$ cat src/logic/prm_pkg.sv
`default_nettype none
package prm_pkg;
    // parameter block layout
    localparam int PRM_LEN = 12;
    localparam logic [3:0] PRM_LAST = 4'hb;
    localparam logic [3:0] PRM_FULL = 4'hc;
    localparam logic [3:0] PRM_OVER = 4'hd;
    localparam int B_CHAR = 0;
    localparam int B_DIAG = 5;
    localparam int B_TERM = 7;
    localparam int B_FMT = 9;
    localparam int B_REACT = 10;
    localparam int B_DLEN = 11;
    // bit positions
    localparam int BIT_START_OFF = 0;
    localparam int BIT_STOP_OFF = 1;
    localparam int BIT_WD_1MS = 2;
    localparam int BIT_FAIL_SAFE = 6;
    localparam int BIT_C1_EN = 7;
    localparam int BIT_DIAG_2B = 1;
    localparam int BIT_TB_ARST = 0;
    localparam int BIT_TB_ADIAG = 1;
    localparam int BIT_DIG_DIAG_OUT = 4;
    localparam int BIT_BIG_END = 3;
    localparam int REACT_FB_LO = 0;
    localparam int REACT_TB_LO = 2;
    // reaction codes
    localparam logic [1:0] REACT_ZERO = 2'h1;
    localparam logic [1:0] REACT_HOLD = 2'h2;
    // diagnostic length range
    localparam logic [7:0] DLEN_MIN = 8'h10;
    localparam logic [7:0] DLEN_MAX = 8'h40;
    localparam logic [7:0] DLEN_STEP = 8'h07;
    // reserved bits cleared, fixed bits forced, byte 11 first
    localparam logic [PRM_LEN-1:0][7:0] PRM_KEEP = {8'hff, 8'h0f, 8'h08, 8'h00, 8'h13, 8'h00,
        8'h02, 8'h00, 8'h00, 8'h00, 8'h00, 8'hc7};
    localparam logic [PRM_LEN-1:0][7:0] PRM_FORCE = {8'h00, 8'h00, 8'h63, 8'h00, 8'h00,
        8'h00, 8'h00, 8'h00, 8'h00, 8'h00, 8'h00, 8'h00};
    // controller registers
    localparam logic [7:0] REG_CTRL = 8'h10;
    localparam logic [7:0] REG_STAT = 8'h14;
    localparam int CTRL_GO = 0;
    localparam int CTRL_USER = 1;
    localparam int CTRL_CLOSE = 2;
    // timing
    localparam int CLK_PERIOD_NS = 10;
    localparam int WD_1MS_NS = 1000000;
    localparam int WD_10MS_NS = 10000000;
    localparam int IO_W = 8;

    typedef struct packed {
        logic start_chk_en;
        logic stop_chk_en;
        logic wd_1ms;
        logic fail_safe;
        logic c1_enable;
        logic diag_2byte;
        logic tb_auto_reset;
        logic tb_auto_diag;
        logic dig_diag_in_image;
        logic big_endian;
        logic [1:0] fb_react;
        logic [1:0] tb_react;
        logic [7:0] diag_len;
    } opt_t;

    localparam opt_t OPT_RESET = '{start_chk_en: 1'b1, stop_chk_en: 1'b1, wd_1ms: 1'b0,
        fail_safe: 1'b0, c1_enable: 1'b0, diag_2byte: 1'b0, tb_auto_reset: 1'b0,
        tb_auto_diag: 1'b0, dig_diag_in_image: 1'b1, big_endian: 1'b0,
        fb_react: REACT_ZERO, tb_react: REACT_ZERO, diag_len: DLEN_MIN};

    function automatic logic dlen_ok(input logic [7:0] len);
        return (len >= DLEN_MIN) && (len <= DLEN_MAX) && ((len & DLEN_STEP) == 8'h00);
    endfunction

    function automatic logic react_ok(input logic [1:0] code);
        return (code == REACT_ZERO) || (code == REACT_HOLD);
    endfunction
endpackage
`default_nettype wire

$ cat src/logic/prm_link_if.sv
`default_nettype none
interface prm_link_if;
    logic conn;
    logic frame;
    logic valid;
    logic [7:0] data;
    logic ack;
    logic fault;
    modport master (output conn, output frame, output valid, output data,
        input ack, input fault);
    modport slave (input conn, input frame, input valid, input data,
        output ack, output fault);
endinterface
`default_nettype wire

$ cat src/logic/prm_check.sv
`default_nettype none
module prm_check import prm_pkg::*; (
    // captured parameter bytes
    input wire logic [PRM_LEN-1:0][7:0] prm,
    // decoded options and verdict
    output opt_t dec,
    output logic ok
);
    always_comb begin
        dec.start_chk_en = ~prm[B_CHAR][BIT_START_OFF];
        dec.stop_chk_en = ~prm[B_CHAR][BIT_STOP_OFF];
        dec.wd_1ms = prm[B_CHAR][BIT_WD_1MS];
        dec.fail_safe = prm[B_CHAR][BIT_FAIL_SAFE];
        dec.c1_enable = prm[B_CHAR][BIT_C1_EN];
        dec.diag_2byte = prm[B_DIAG][BIT_DIAG_2B];
        dec.tb_auto_reset = prm[B_TERM][BIT_TB_ARST];
        dec.tb_auto_diag = prm[B_TERM][BIT_TB_ADIAG];
        dec.dig_diag_in_image = ~prm[B_TERM][BIT_DIG_DIAG_OUT];
        dec.big_endian = prm[B_FMT][BIT_BIG_END];
        dec.fb_react = prm[B_REACT][REACT_FB_LO +: 2];
        dec.tb_react = prm[B_REACT][REACT_TB_LO +: 2];
        dec.diag_len = prm[B_DLEN];
        // reserved bits are not checked: a stray one is harmless here
        ok = react_ok(dec.fb_react) && react_ok(dec.tb_react) && dlen_ok(dec.diag_len);
    end
endmodule
`default_nettype wire

$ cat src/logic/prm_slave.sv
// Contract
// - parameters delivered once per connection, latched
// - received parameters override local configuration; a later local write still replaces them
// - master omits bytes to keep local settings
// - byte0 bits0,1 set disable start/stop checks
// - byte0 bit2 watchdog base 10ms or 1ms
// - byte0 bit6 fail-safe, bit7 class-1 connection
// - master sends zero in reserved positions
// - byte5 bit1 selects two-byte diagnostic path
// - byte7 bit0 auto terminal-bus reset
// - byte7 bit1 automatic terminal diagnostics
// - byte7 bit4 clear maps digital diagnostics
// - byte9 bit3 byte order, fixed bits
// - byte10 bits1:0 fieldbus error output reaction
// - byte10 bits3:2 terminal-bus error input reaction
// - byte11 diagnostic length limit, 16..64 step 8
//
// Added by the designer: the register offsets and strobed register access.
`default_nettype none
module prm_slave import prm_pkg::*; #(
    parameter int unsigned TICK_1MS = WD_1MS_NS / CLK_PERIOD_NS,
    parameter int unsigned TICK_10MS = WD_10MS_NS / CLK_PERIOD_NS
) (
    // clock and reset
    input wire logic mclk,
    input wire logic reset_n,
    // link to the master
    prm_link_if.slave link,
    // local configuration interface
    input wire logic loc_wr,
    input wire opt_t loc_opt,
    // response watchdog
    input wire logic [7:0] wd_units,
    input wire logic data_ex,
    // error sources
    input wire logic fb_fault,
    input wire logic tb_fault,
    // process data through the reactions
    input wire logic [IO_W-1:0] tb_out_in,
    input wire logic [IO_W-1:0] dp_in_in,
    // diagnostic length request
    input wire logic [7:0] diag_want,
    // results
    output opt_t opt,
    output logic prm_locked,
    output logic wd_expired,
    output logic [IO_W-1:0] tb_out,
    output logic [IO_W-1:0] dp_in,
    output logic [7:0] diag_grant
);
    typedef struct packed {
        logic [PRM_LEN-1:0][7:0] shadow;
        logic [3:0] cnt;
        logic frame_q;
        logic locked;
        opt_t opt;
        logic ack;
        logic fault;
        logic [19:0] pre;
        logic [7:0] units;
        logic wd_exp;
        logic [IO_W-1:0] tb_out;
        logic [IO_W-1:0] dp_in;
        logic [7:0] diag_grant;
    } slave_state_t;

    localparam slave_state_t SLAVE_RESET = '{
        shadow: '0,
        cnt: 4'h0,
        frame_q: 1'b0,
        locked: 1'b0,
        opt: OPT_RESET,
        ack: 1'b0,
        fault: 1'b0,
        pre: 20'h00000,
        units: 8'h00,
        wd_exp: 1'b0,
        tb_out: '0,
        dp_in: '0,
        diag_grant: 8'h00
    };

    slave_state_t state_reg;
    slave_state_t state_next;
    opt_t chk_opt;
    logic chk_ok;
    logic [3:0] base;
    logic [19:0] tick_len;
    logic fb_bad;

    // one helper for both directions keeps the two reactions from drifting apart
    function automatic logic [IO_W-1:0] react(input logic bad, input logic [1:0] code,
            input logic [IO_W-1:0] live, input logic [IO_W-1:0] last);
        if (!bad) begin
            return live;
        end
        // any code but force-to-zero holds, so a stray local code never drops outputs
        if (code == REACT_ZERO) begin
            return '0;
        end
        return last;
    endfunction

    function automatic logic [7:0] unit_step(input logic [7:0] units);
        return units + 8'h01;
    endfunction

    // the decoder reads the shadow, so the verdict covers the block as it stood at frame end
    prm_check prm_check_inst (
        .prm(state_reg.shadow),
        .dec(chk_opt),
        .ok(chk_ok)
    );

    always_comb begin
        state_next = state_reg;
        state_next.ack = 1'b0;
        state_next.frame_q = link.frame;
        base = (link.frame && !state_reg.frame_q) ? 4'h0 : state_reg.cnt;
        tick_len = state_reg.opt.wd_1ms ? 20'(TICK_1MS - 1) : 20'(TICK_10MS - 1);
        fb_bad = fb_fault || state_reg.wd_exp;

        // a new connection allows one more parameter block
        if (!link.conn) begin
            state_next.locked = 1'b0;
        end

        // byte capture; counter saturates so an overlong block is caught
        if (link.frame) begin
            state_next.cnt = base;
            if (link.valid) begin
                if (base <= PRM_LAST) begin
                    state_next.shadow[base] = link.data;
                end
                if (base != PRM_OVER) begin
                    state_next.cnt = base + 4'h1;
                end
            end
        end

        // local writes first so that a block ending in the same cycle wins
        if (loc_wr) begin
            state_next.opt = loc_opt;
        end

        // frame end: judge the block
        if (state_reg.frame_q && !link.frame) begin
            state_next.ack = 1'b1;
            if (state_reg.locked || !link.conn) begin
                state_next.fault = 1'b1;
            end else if (state_reg.cnt == 4'h0) begin
                state_next.fault = 1'b0;
                state_next.locked = 1'b1;
            end else if (state_reg.cnt == PRM_FULL && chk_ok) begin
                state_next.fault = 1'b0;
                state_next.locked = 1'b1;
                state_next.opt = chk_opt;
            end else begin
                state_next.fault = 1'b1;
            end
        end

        // expiry latches until data exchange resumes and counts as a fieldbus error
        // response watchdog; zero units switches it off
        if (data_ex || wd_units == 8'h00) begin
            state_next.pre = 20'h00000;
            state_next.units = 8'h00;
            state_next.wd_exp = 1'b0;
        end else if (!state_reg.wd_exp) begin
            if (state_reg.pre >= tick_len) begin
                state_next.pre = 20'h00000;
                state_next.units = unit_step(state_reg.units);
                if (unit_step(state_reg.units) >= wd_units) begin
                    state_next.wd_exp = 1'b1;
                end
            end else begin
                state_next.pre = state_reg.pre + 20'h00001;
            end
        end

        // output reaction to fieldbus trouble; other codes hold
        state_next.tb_out = react(fb_bad, state_reg.opt.fb_react, tb_out_in,
            state_reg.tb_out);

        // input reaction to terminal-bus trouble
        state_next.dp_in = react(tb_fault, state_reg.opt.tb_react, dp_in_in,
            state_reg.dp_in);

        // never answer longer than the agreed diagnostic length
        state_next.diag_grant = (diag_want > state_reg.opt.diag_len) ?
            state_reg.opt.diag_len : diag_want;
    end

    always_ff @(posedge mclk) begin
        if (!reset_n) begin
            state_reg <= SLAVE_RESET;
        end else begin
            state_reg <= state_next;
        end
    end

    assign link.ack = state_reg.ack;
    assign link.fault = state_reg.fault;
    assign opt = state_reg.opt;
    assign prm_locked = state_reg.locked;
    assign wd_expired = state_reg.wd_exp;
    assign tb_out = state_reg.tb_out;
    assign dp_in = state_reg.dp_in;
    assign diag_grant = state_reg.diag_grant;
endmodule
`default_nettype wire

$ cat src/flat_wrapper.sv
// flat-port wrapper written by rule: the top's interface ports become plain ports
module prm_slave_flat import prm_pkg::*;
#(
    parameter int unsigned TICK_1MS = WD_1MS_NS / CLK_PERIOD_NS,
    parameter int unsigned TICK_10MS = WD_10MS_NS / CLK_PERIOD_NS
)
  (mclk, reset_n, loc_wr, loc_opt, wd_units, data_ex, fb_fault, tb_fault, tb_out_in, dp_in_in, diag_want, opt, prm_locked, wd_expired, tb_out, dp_in, diag_grant, link_conn, link_frame, link_valid, link_data, link_ack, link_fault);
  prm_link_if link_i ();
  input wire logic mclk;
  input wire logic reset_n;
  input wire logic loc_wr;
  input wire opt_t loc_opt;
  input wire logic [7:0] wd_units;
  input wire logic data_ex;
  input wire logic fb_fault;
  input wire logic tb_fault;
  input wire logic [IO_W-1:0] tb_out_in;
  input wire logic [IO_W-1:0] dp_in_in;
  input wire logic [7:0] diag_want;
  output opt_t opt;
  output logic prm_locked;
  output logic wd_expired;
  output logic [IO_W-1:0] tb_out;
  output logic [IO_W-1:0] dp_in;
  output logic [7:0] diag_grant;
  input wire logic [$bits(link_i.conn)-1:0] link_conn;
  input wire logic [$bits(link_i.frame)-1:0] link_frame;
  input wire logic [$bits(link_i.valid)-1:0] link_valid;
  input wire logic [$bits(link_i.data)-1:0] link_data;
  output wire logic [$bits(link_i.ack)-1:0] link_ack;
  output wire logic [$bits(link_i.fault)-1:0] link_fault;
  assign link_i.conn = link_conn;
  assign link_i.frame = link_frame;
  assign link_i.valid = link_valid;
  assign link_i.data = link_data;
  assign link_ack = link_i.ack;
  assign link_fault = link_i.fault;
  prm_slave #(.TICK_1MS(TICK_1MS), .TICK_10MS(TICK_10MS)) u_core (.mclk(mclk), .reset_n(reset_n), .link(link_i), .loc_wr(loc_wr), .loc_opt(loc_opt), .wd_units(wd_units), .data_ex(data_ex), .fb_fault(fb_fault), .tb_fault(tb_fault), .tb_out_in(tb_out_in), .dp_in_in(dp_in_in), .diag_want(diag_want), .opt(opt), .prm_locked(prm_locked), .wd_expired(wd_expired), .tb_out(tb_out), .dp_in(dp_in), .diag_grant(diag_grant));
endmodule
$ cat config.mk
export PLATFORM = sky130hd
export DESIGN_NAME = prm_slave_flat
export DESIGN_NICKNAME = d
export VERILOG_FILES = /design/src/logic/prm_pkg.sv /design/src/logic/prm_link_if.sv /design/src/logic/prm_check.sv /design/src/logic/prm_slave.sv /design/src/flat_wrapper.sv
export SDC_FILE = /design/constraint.sdc
export NUM_CORES = 1
export LEC_CHECK = 0
export BUFFER_PORTS_ARGS = -buffer_cell sky130_fd_sc_hd__clkbuf_2
export CORE_MARGIN = 4
export CORE_UTILIZATION = 35
export DETAILED_ROUTE_END_ITERATION = 7
export SLEW_MARGIN = 25
export SYNTH_ARGS = -nofsm -noshare
export SYNTH_HDL_FRONTEND = slang
export SYNTH_HIERARCHICAL = 1
export SYNTH_SLANG_ARGS = --single-unit
$ cat constraint.sdc
create_clock -name mclk -period 2.8 [get_ports mclk]
set_input_delay 0.28 -clock mclk [delete_from_list [all_inputs] [get_ports mclk]]
set_output_delay 0.28 -clock mclk [all_outputs]
set_load 0.02 [all_outputs]
==> results of run 1 <==
## per-layer routing
layer  up-vias  part of all wire [%]  track usage (%)
li1       2374                     -                -
met1      2042                    50             19.2
met2       114                    41             20.7
met3        17                   6.3             3.96
met4         2                   2.0             5.10
met5         -                  0.10                0
## worst max path at each step
stage / start / end / slack (ns) / cells past startpoint
floorplan: u_core/opt[19]$_SDFF_PN0_ / u_core/state_reg[26]$_SDFFE_PP0P_ / 0.69 / 8
finish: u_core/opt[19]$_SDFF_PN0_ / u_core/state_reg[28]$_SDFFE_PP0P_ / 0.39 / 8
detailed placement: u_core/opt[19]$_SDFF_PN0_ / u_core/state_reg[37]$_SDFFE_PP0N_ / 0.12 / 8
global route: u_core/opt[19]$_SDFF_PN0_ / u_core/state_reg[34]$_SDFFE_PP0N_ / 0.17 / 8
global placement: u_core/opt[19]$_SDFF_PN0_ / u_core/state_reg[42]$_SDFFE_PP0N_ / 0.21 / 8
CTS: u_core/opt[19]$_SDFF_PN0_ / u_core/state_reg[37]$_SDFFE_PP0N_ / 0.12 / 8
## final cells by class
class / instances / share of cell area [%]
clock buffers: 9 / 3.51
clock inverters: 7 / 0.839
inverters: 29 / 1.70
multi-input cells: 444 / 46.4
flip-flops and latches: 105 / 32.8
well taps: 220 / 4.29
repair buffers: 130 / 10.5
## stage by stage
step / power [mW] / area [um2] / std cells / setup WS [ns] / hold WS, ns
floorplan: 1.90 / 5910 / 701 / 0.694 / 0.419
global placement: 1.97 / 6120 / 927 / 0.208 / 0.458
detailed placement: 1.98 / 6120 / 927 / 0.115 / 0.463
CTS: 3.21 / 6400 / 943 / 0.121 / 0.154
global route: 3.32 / 6410 / 944 / 0.170 / 0.157
finish: 3.16 / 6410 / 944 / 0.391 / 0.167
## power groups by stage
stage	clock network, mW	logic (mW)	registers [mW]
after detailed placement	0	0.372	1.61
after floorplan	0	0.299	1.60
after global routing	1.33	0.412	1.58
after CTS	1.27	0.373	1.57
final	1.22	0.368	1.57
after global placement	0	0.368	1.61
## critical path, stage by stage, from the launching register on
cell,delay [ns]
sky130_fd_sc_hd__dfxtp_1,0.48
sky130_fd_sc_hd__inv_1,0.15
sky130_fd_sc_hd__ha_1,0.34
sky130_fd_sc_hd__nand4bb_1,0.15
sky130_fd_sc_hd__nor3_1,0.34
sky130_fd_sc_hd__a2111oi_4,0.09
sky130_fd_sc_hd__buf_4,0.21
sky130_fd_sc_hd__or4_1,0.41
sky130_fd_sc_hd__a21oi_1,0.15
==> results.txt, run 1 <==
The number of cells on the worst reg-to-reg path was 8. The cell count of the worst hold path is 3, and the final-report max-slew violation count is 0. The number of hold violations in the final report came out at 0.

The path with the worst hold slack has its endpoint at u_core/diag_grant[4]$_SDFF_PN0_. The switching part of the total power was 26.9%; the maximum fanout along the worst path was 17. The worst register-to-register path ends at u_core/state_reg[28]$_SDFFE_PP0P_. The worst-case IR drop observed on VDD is 0.000386 V. The total iterations of the first detailed-routing run was 4. The tools report the combined area of the multi-input logic cells as 2970 um2. The most common cell after layout, fill and taps aside was sky130_fd_sc_hd__clkbuf_2. The run gives 850 uW as the net switching power.

Post-CTS timing repair inserted 0 buffers for setup. The share of the cycle needed by the critical path after routing works out to 86.0%. The register with the most flip-flops in the layout has 55 of them. Internal power comes to 2.31 mW. The leakage power was 2.83 nW; the post-detailed-routing wire length was 13.0 mm. The logs give 2.69 ns for the critical path data arrival time and 105 for the TritonCTS sink count.

In this run the worst hold path is classified as in -> reg. Yosys printed 6 warnings. For the setup total negative slack, the log shows 0 ns. The routed wire length per instance was 13.8 um; the final core area utilization was 38.7%. The number of clock buffers added by TritonCTS is 9. The post-synthesis area per instance is 8.43 um2. The tools report the estimated wirelength of the detail-placed design as 9.64 mm. The number of remaining DRC errors was 0. The first-pass GRT wire length is 21.0 mm. After clock tree synthesis, the clock-pin slew on the worst setup and hold paths is 0.07 ns. The sum of overflow across all layers after global routing came out at 0. The placeable core region is 16600 um2, and the initial standard-cell utilization of the core is 35.6%. The weighted congestion reported at the end of routability-driven placement is 0.816, and the final antenna diode count is 0. After detailed routing, the number of vias per cell comes to 4.82. The sequential cells in the finished layout cover a total of 2100 um2. The logs give 49.7% for the sequential power share and 820 for the number of nets in the finished design. The run gives 0 as the number of hold buffers added after CTS. Derived from the worst setup path, the maximum achievable clock frequency is 415 MHz. For this design the top-level I/O count stands at 121. Counting the fill cells in the layout gives 1763. The clock tree synthesis step divided the H-tree into 3 levels. The post-synth net total was 802. The run gives 4207 as the via count of the first global-routing pass.

The worst path in the final design needs a cycle of 2.41 ns, including I/O delays and setup. Number of gates given a new drive strength after cts: 0. Row generation in the floorplan step produced 47 rows.

From bottom edge to top edge, the die measures 138 um. The critical register-to-register path startpoint was u_core/opt[19]$_SDFF_PN0_. The library cells used most frequently in the layout, excluding fill and tap cells, are sky130_fd_sc_hd__clkbuf_2 (121), sky130_fd_sc_hd__dfxtp_1 (105), sky130_fd_sc_hd__nand2_1 (81). In this run the register-to-register setup slack is 0.39 ns. The tools report the clock share of power as 38.6%. Entering global routing, the biggest net connects 82 pins. The maximum number of buffers from clock root to sink was 2. Setup repair after global routing left no endpoint under its margin. Setup violations remaining at the end of the flow were counted as 0. Kind of critical path: reg -> reg. The worst hold path begins at diag_want[4]. The die covers 19000 um2. In the global route stage, overall resource usage came out at 13.9%. Detailed routing inserted a total of 4549 vias. The run gives 0 as the max capacitance violation total. STA classifies the critical path startpoint as a flop. The worst-margin pin slew came out at 0.799 ns.

The x dimension of the die works out to 138 um. The initial antenna violation count is 1. Power per unit of standard cell area: 493 nW/um2. The worst clock skew on the final layout is 0.00559 ns, and the number of input and output port buffers inserted is 120. The area growth from synthesis to layout is 8.49%. Measured against its own limit, the worst slew margin works out to 46.0%. The share of layout cells above drive strength 1 came out at 21.4%. The kind of end point of the critical path is a flop. For the worst-skew pair, the clock arrives at the later sink with an insertion delay of 0.35 ns. The cell count after synthesis came out at 701. The cell at the root of the clock tree was sky130_fd_sc_hd__clkbuf_16.

STA puts the critical path data required time at 3.08 ns. The run finished with clean final reports. The number of design-rule violations left by the first detailed-router iteration is 151, and the share of power burned in combinational logic is 11.7%.

TritonCTS built the clock tree. The number of antenna-violating nets in the routed design is 0. The mapped netlist covers 5910 um2.
Note: power is estimated with default switching activity, not from simulation.
==> run 2: changes to the inputs <==
--- a/config.mk
+++ b/config.mk
@@ -6,9 +6,12 @@
 export NUM_CORES = 1
 export LEC_CHECK = 0
 export BUFFER_PORTS_ARGS = -buffer_cell sky130_fd_sc_hd__clkbuf_2
+export CELL_PAD_IN_SITES_DETAIL_PLACEMENT = 0
+export CELL_PAD_IN_SITES_GLOBAL_PLACEMENT = 2
 export CORE_MARGIN = 4
 export CORE_UTILIZATION = 35
 export DETAILED_ROUTE_END_ITERATION = 7
+export PLACE_DENSITY_LB_ADDON = 0.1
 export SLEW_MARGIN = 25
 export SYNTH_ARGS = -nofsm -noshare
 export SYNTH_HDL_FRONTEND = slang
==> run 2 against run 1 <==
Compared with the run above:
- die area is the same
- total power grew 1.8%
- sequential share of layout area shrank 0.051 points
- register-to-register slack lost 0.07 ns
- hold slack gained 0.0091 ns
- via count grew 0.18%
- combinational power grew 2%
- global-route usage grew 1.4 points
- routed wire length grew 11%
- final cell count shrank 0.32%
- flip-flop and latch count is the same
- fmax shrank 2.8%
- largest cell class unchanged
==> results.txt, run 2 (same netlist as run 1, synthesis figures left out) <==
The via count of the first global-routing pass was 4385. Across the VDD grid, the largest voltage drop is 0.000314 V. The routed wire length per instance was 15.3 um.

In this run, the number of DRC markers left after iteration 0 of detailed routing was 167. The run gives 0 as the buffer count from post-CTS setup fixing. The number of levels in the clock H-tree was 3; the first-pass GRT wire length was 22.9 mm.

The die covers 19000 um2. The flow ran to the end, and the final reports show no timing, DRC or antenna violations. The worst slew slack as a fraction of its limit came out at 46.2%. For this design the total switching power over the nets is 810 uW. The tools report the number of remaining DRC errors as 0. In the layout the commonest cells are sky130_fd_sc_hd__clkbuf_2 (120), sky130_fd_sc_hd__dfxtp_1 (105), sky130_fd_sc_hd__nand2_1 (81).

The tools report the standard-cell row count as 47. After clock tree synthesis, the repair step resized 0 gates. The min-delay analysis places its worst path in the category in -> reg. Net switching is 25.2% of the power. In the routed layout, each cell is associated on average with a via count of 4.84.

Across all register-to-register paths, the minimum setup slack is 0.32 ns. The logs give 2.41 mW for the internal power and 0 for the number of hold violations in the final report. CTS saw 105 sinks.

Timing would allow up to 403 MHz. The endpoint identified for the worst register-to-register timing path is u_core/state_reg[52]$_SDFFE_PP0N_. The worst-margin pin slew came out at 0.804 ns.

Cells fill 38.7% of the core in the end. For the worst-skew pair, the clock arrives at the later sink with an insertion delay of 0.35 ns. The run gives 0 as the final antenna diode count. The net count of the finished layout is 819. Share of layout cells above drive strength 1: 20.8%. For the sequential power share, the log shows 48.9%.

Summed over all cells, the static leakage comes to 2.83 nW. The number of antenna-violating nets in the routed design is 0, and the initial standard-cell utilization of the core is 35.6%. The worst-case setup margin in the final layout was 0.321 ns.

In this run the tool buffered the top-level ports with 120 buffer cells. The run gives 0.764 as the weighted congestion reported at the end of routability-driven placement. For this design the ratio of total power to cell area is 501 nW/um2. The die is 138 um wide. Across the routed clock network, the largest skew measured is 0.00779 ns. Setup violations remaining at the end of the flow were counted as 0.

The tree is rooted in a sky130_fd_sc_hd__clkbuf_16. Most common cell after layout, fill and taps aside: sky130_fd_sc_hd__clkbuf_2. Launch point of the worst path: u_core/opt[19]$_SDFF_PN0_. The run gives 0 as the max capacitance violation total.

The placeable core region came out at 16600 um2. The wire-length estimate of the detail-placed layout is 10.7 mm. The number of cells on the worst reg-to-reg path came out at 9. For the share of power burned in combinational logic, the log shows 11.7%. The cell count of the worst hold path works out to 3. The final hold slack was 0.176 ns; the clock-pin slew on the worst setup and hold paths was 0.07 ns. The worst setup path is of the reg -> reg kind. The logs give 9 for the CTS buffer count and 0 for the sum of overflow across all layers after global routing. The vertical die dimension was 138 um; the worst endpoint required time was 3.08 ns. The last element of the critical path is u_core/state_reg[52]$_SDFFE_PP0N_. The tools report the post-detailed-routing wire length as 14.4 mm. Setup repair after global routing left no endpoint under its margin. Data on the critical path arrives at its endpoint at 2.76 ns. The area added between synthesis and finish is 8.66%, and the clock share of power is 39.4%. In the finished design, the share of the clock period the worst path needs comes to 88.5%. The final-report max-slew violation count is 0.

The detailed router placed 4557 vias in this run. Before CTS, the worst setup slack after placement is 0.322 ns. The initial antenna violation count was 0. The routed design could run at a clock period as short as 2.48 ns. Along the worst path, the maximum fanout reaches 20.

The critical register-to-register path startpoint was u_core/opt[19]$_SDFF_PN0_. The nature of the critical path startpoint is a flop. The clock passes through at most 2 buffers. Setup total negative slack on the finished layout was measured at 0 ns.

TritonCTS built the clock tree. The number of I/O pins came out at 121. Entering global routing, the biggest net connects 85 pins. The total iterations of the first detailed-routing run came out at 4.

The kind of end point of the critical path was a flop. For this run, the total global-route usage over all layers was measured as 15.4%. In this run, post-CTS hold repair placed 0 buffers. The register with the most flip-flops in the layout has 55 of them.
[run 2: worst max-delay path, cell delays in order (launching register included)]
cell                        delay [ns]
sky130_fd_sc_hd__dfxtp_1          0.49
sky130_fd_sc_hd__inv_1            0.16
sky130_fd_sc_hd__ha_1             0.33
sky130_fd_sc_hd__a311oi_1         0.29
sky130_fd_sc_hd__nor3_1           0.12
sky130_fd_sc_hd__a2111oi_4        0.33
sky130_fd_sc_hd__buf_4            0.28
sky130_fd_sc_hd__o21ai_1          0.08
sky130_fd_sc_hd__buf_4            0.21
sky130_fd_sc_hd__nor2_1           0.12
[run 2: worst min-delay path by stage]
stage,startpoint,endpoint
5_1_grt,diag_want[0],u_core/diag_grant[0]$_SDFF_PN0_
3_3_place_gp,u_core/state_reg[143]$_SDFFE_PN0P_,u_core/state_reg[143]$_SDFFE_PN0P_
3_5_place_dp,u_core/state_reg[172]$_SDFFE_PN0P_,u_core/state_reg[172]$_SDFFE_PN0P_
6_report,diag_want[0],u_core/diag_grant[0]$_SDFF_PN0_
4_1_cts,diag_want[0],u_core/diag_grant[0]$_SDFF_PN0_
2_1_floorplan,diag_want[0],u_core/diag_grant[0]$_SDFF_PN0_
[run 2: power groups by stage]
stage	sequential [mW]	clock (mW)	combinational, mW
2_1_floorplan	1.60	0	0.299
3_3_place_gp	1.61	0	0.377
3_5_place_dp	1.61	0	0.379
4_1_cts	1.57	1.33	0.381
5_1_grt	1.58	1.37	0.419
6_report	1.57	1.27	0.375
[run 2: final cells by class]
cell class | count | area, um2
fillers | 1802 | 10200
multi-input cells | 444 | 2970
flip-flops and latches | 105 | 2100
repair buffers | 129 | 681
well taps | 220 | 275
clock buffers | 11 | 243
inverters | 29 | 109
clock inverters | 3 | 42.5
[run 2: layer usage]
metal | vias to the layer above | wire length (um) | track usage (%)
met5 | - | 0 | 0
met4 | 0 | 273 | 5.87
met3 | 15 | 776 | 2.69
met2 | 98 | 6110 | 23.5
met1 | 2072 | 7230 | 21.6
li1 | 2372 | - | -
[run 2: stage by stage]
stage	power, mW	instance area [um2]	instances
after floorplan	1.90	5910	701
after global placement	1.98	6130	926
after detailed placement	1.99	6130	926
after CTS	3.29	6410	940
after global routing	3.37	6420	941
final	3.22	6420	941
==> run 3: changes to the inputs <==
--- a/config.mk
+++ b/config.mk
@@ -5,11 +5,12 @@
 export SDC_FILE = /design/constraint.sdc
 export NUM_CORES = 1
 export LEC_CHECK = 0
+export ABC_CLOCK_PERIOD_IN_PS = 2800
 export BUFFER_PORTS_ARGS = -buffer_cell sky130_fd_sc_hd__clkbuf_2
 export CELL_PAD_IN_SITES_DETAIL_PLACEMENT = 0
 export CELL_PAD_IN_SITES_GLOBAL_PLACEMENT = 2
 export CORE_MARGIN = 4
-export CORE_UTILIZATION = 35
+export CORE_UTILIZATION = 36
 export DETAILED_ROUTE_END_ITERATION = 7
 export PLACE_DENSITY_LB_ADDON = 0.1
 export SLEW_MARGIN = 25
==> run 3 against run 2 <==
Compared with the run above:
- core utilization up 1.4 points
- count of clock-buffer cells in the layout up 2
- routed wire length down 2.1%
- final cell count down 0.32%
- worst setup slack better by 0.057 ns
- highest routed layer unchanged
==> results.txt, run 3 (same netlist as run 1, synthesis figures left out) <==
The run finished with clean final reports. The weighted congestion reported at the end of routability-driven placement was 0.794. Buffer count from post-CTS setup fixing: 0.

After layout, the worst setup slack is 0.378 ns. The register with the most flip-flops in the layout has 55 of them. Leaving out fill and tap cells, the most frequent cells in the layout are sky130_fd_sc_hd__clkbuf_2 (120), sky130_fd_sc_hd__dfxtp_1 (105), sky130_fd_sc_hd__nand2_1 (81). The longest clock path from root to sink contains 2 buffers. In the final routing, the length of wire on met1 measures 6.83 mm.

The launch point of the worst path is u_core/state_reg[177]$_SDFFE_PN0P_. After layout, the worst path uses 86.5% of the clock period. The clock arrives with 0.00903 ns of skew. The critical path in this run is classified as reg -> reg. The worst hold path begins at dp_in_in[4]. After clock tree synthesis, the flow added hold-fix buffers numbering 0.

The sum of overflow across all layers after global routing is 0. Pin placement for this block handled 121 I/O pins. STA classifies the critical path startpoint as a flop. The run gives 16000 um2 as the placeable core region. After routing, the total negative slack on setup checks comes to 0 ns. The CTS buffer count was 9; the number of antenna-violating nets in the routed design was 0.

The logs give 5 for the total iterations of the first detailed-routing run and 6.23 mm for the wire length on met2. The initial standard-cell utilization of the core is 36.9%. In this run, the number of DRC markers left after iteration 0 of detailed routing was 231. The tools report the final-report max-slew violation count as 0.

The number of input and output port buffers inserted was 120; the number of gates given a new drive strength after cts was 0. Setup repair after global routing left no endpoint under its margin. The tools report the critical register-to-register path startpoint as u_core/state_reg[177]$_SDFFE_PN0P_. Setup slack on the worst reg-to-reg path comes out at 0.38 ns. The analysis attributes to cell leakage a power of 2.84 nW. The die is 136 um tall.

In the global route stage, overall resource usage came out at 15.5%. The number of antenna diodes in the final layout is 0. The first-pass GRT wire length was 22.9 mm. The worst hold path belongs to the class in -> reg.

The largest net degree at the start of global routing is 64. Clock-pin slew was measured on the worst setup and hold paths at 0.07 ns. The number of nets in the finished design is 819. TritonCTS built the clock tree. The worst setup path is captured at a flop. Number of fill cells in the layout: 1687. Wires add up to 14.1 mm. The standard-cell row count was 46; the routed wire length per instance was 15.0 um. The highest layer touched by signal routing is met4. Via count of the first global-routing pass: 4384. Once layout is complete, the utilization of the core stands at 40.1%. The setup slack at placement came out at 0.358 ns. Walking the worst path, the cells encountered are or4b_1 > a2111oi_2 > nand3_1 > nor4_1 > buf_4 > a211oi_1 > o21ai_0. The critical path's largest stage delay is 0.48 ns, and the initial antenna violation count is 0. After detailed routing, the number of remaining DRC violations is 0. The die covers 18500 um2. Measured against its own limit, the worst slew margin works out to 42.4%.

The area added between synthesis and finish came out at 8.64%. Dividing the detail-routed via count by the number of cells gives 4.87. Setup violations remaining at the end of the flow were counted as 0. The run gives 10.6 mm as the estimated wirelength of the detail-placed design. After layout, the design draws a total of 3.22 mW.

Max capacitance violation total: 0. Share of layout cells above drive strength 1: 20.6%. Power per unit of standard cell area: 501 nW/um2. At the later pin of the worst-skew pair, clock insertion delay measures 0.35 ns. The most common cell after layout, fill and taps aside is sky130_fd_sc_hd__clkbuf_2. Timing would allow up to 413 MHz. In this run the clock root is driven by a sky130_fd_sc_hd__clkbuf_16. The logs give 3 for the number of levels in the clock H-tree and 4570 for the total via count after detailed routing.

The x dimension of the die works out to 136 um. The maximum fanout along the worst path is 5, and the shortest clock period the worst path allows after layout is 2.42 ns. The master of the slowest instance on the critical path is sky130_fd_sc_hd__or4b_1. Across the VDD grid, the largest voltage drop is 0.000323 V. Worst-margin pin slew: 0.864 ns.

Met3 wire length: 914 um. The TritonCTS sink count was 105; the worst endpoint required time was 3.07 ns. The number of hold violations in the final report came out at 0. At the worst endpoint, the arrival time is 2.70 ns.
[run 3: cell types whose count changed in the layout (fill, tap and decap cells not counted), sizes merged]
cell	previous run	this run
clkinvlp	1	0
clkbuf	131	133
[run 3: worst max-delay path, delay by kind of cell (launching register included)]
| kind | cells | cell delay, ns |
|---|---|---|
| and+or+nand+nor | 3 | 0.99 |
| AOI/OAI and AO/OA | 3 | 0.69 |
| DFF | 1 | 0.42 |
| buffers and inverters | 1 | 0.24 |
[run 3: metal layers]
| metal | vias up | global-route usage (%) |
|---|---|---|
| li1 | 2356 | - |
| met2 | 112 | 24.7 |
| met1 | 2094 | 21.1 |
| met5 | - | 0 |
| met3 | 8 | 4.15 |
| met4 | 0 | 3.36 |
[run 3: path summary, 6_finish.rpt]
path / endpoint / cells past startpoint
max: u_core/opt[10]$_SDFF_PN1_ / 7
min: u_core/dp_in[4]$_SDFFE_PN0P_ / 3
max reg2reg: u_core/opt[10]$_SDFF_PN1_ / 7
min reg2reg: u_core/state_reg[84]$_SDFFE_PN0P_ / 2
[run 3: layout make-up]
cell class	instances	area [um2]	share of cell area, %
flip-flops and latches	105	2100	32.7
inverters	29	109	1.70
clock buffers	13	250	3.90
multi-input cells	444	2970	46.2
well taps	216	270	4.21
clock inverters	2	38.8	0.604
repair buffers	129	681	10.6
[run 3: report_power, final]
group / switching, mW / internal [mW]
combinational: 0.218 / 0.157
clock: 0.554 / 0.717
sequential: 0.0307 / 1.54
total: 0.803 / 2.42
[run 3: through the flow]
step	instance area, um2	std cells	hold slack, ns
floorplan	5910	701	0.419
detailed placement	6120	922	0.460
global placement	6120	922	0.455
finish	6420	938	0.175
global route	6420	938	0.179
CTS	6410	937	0.158
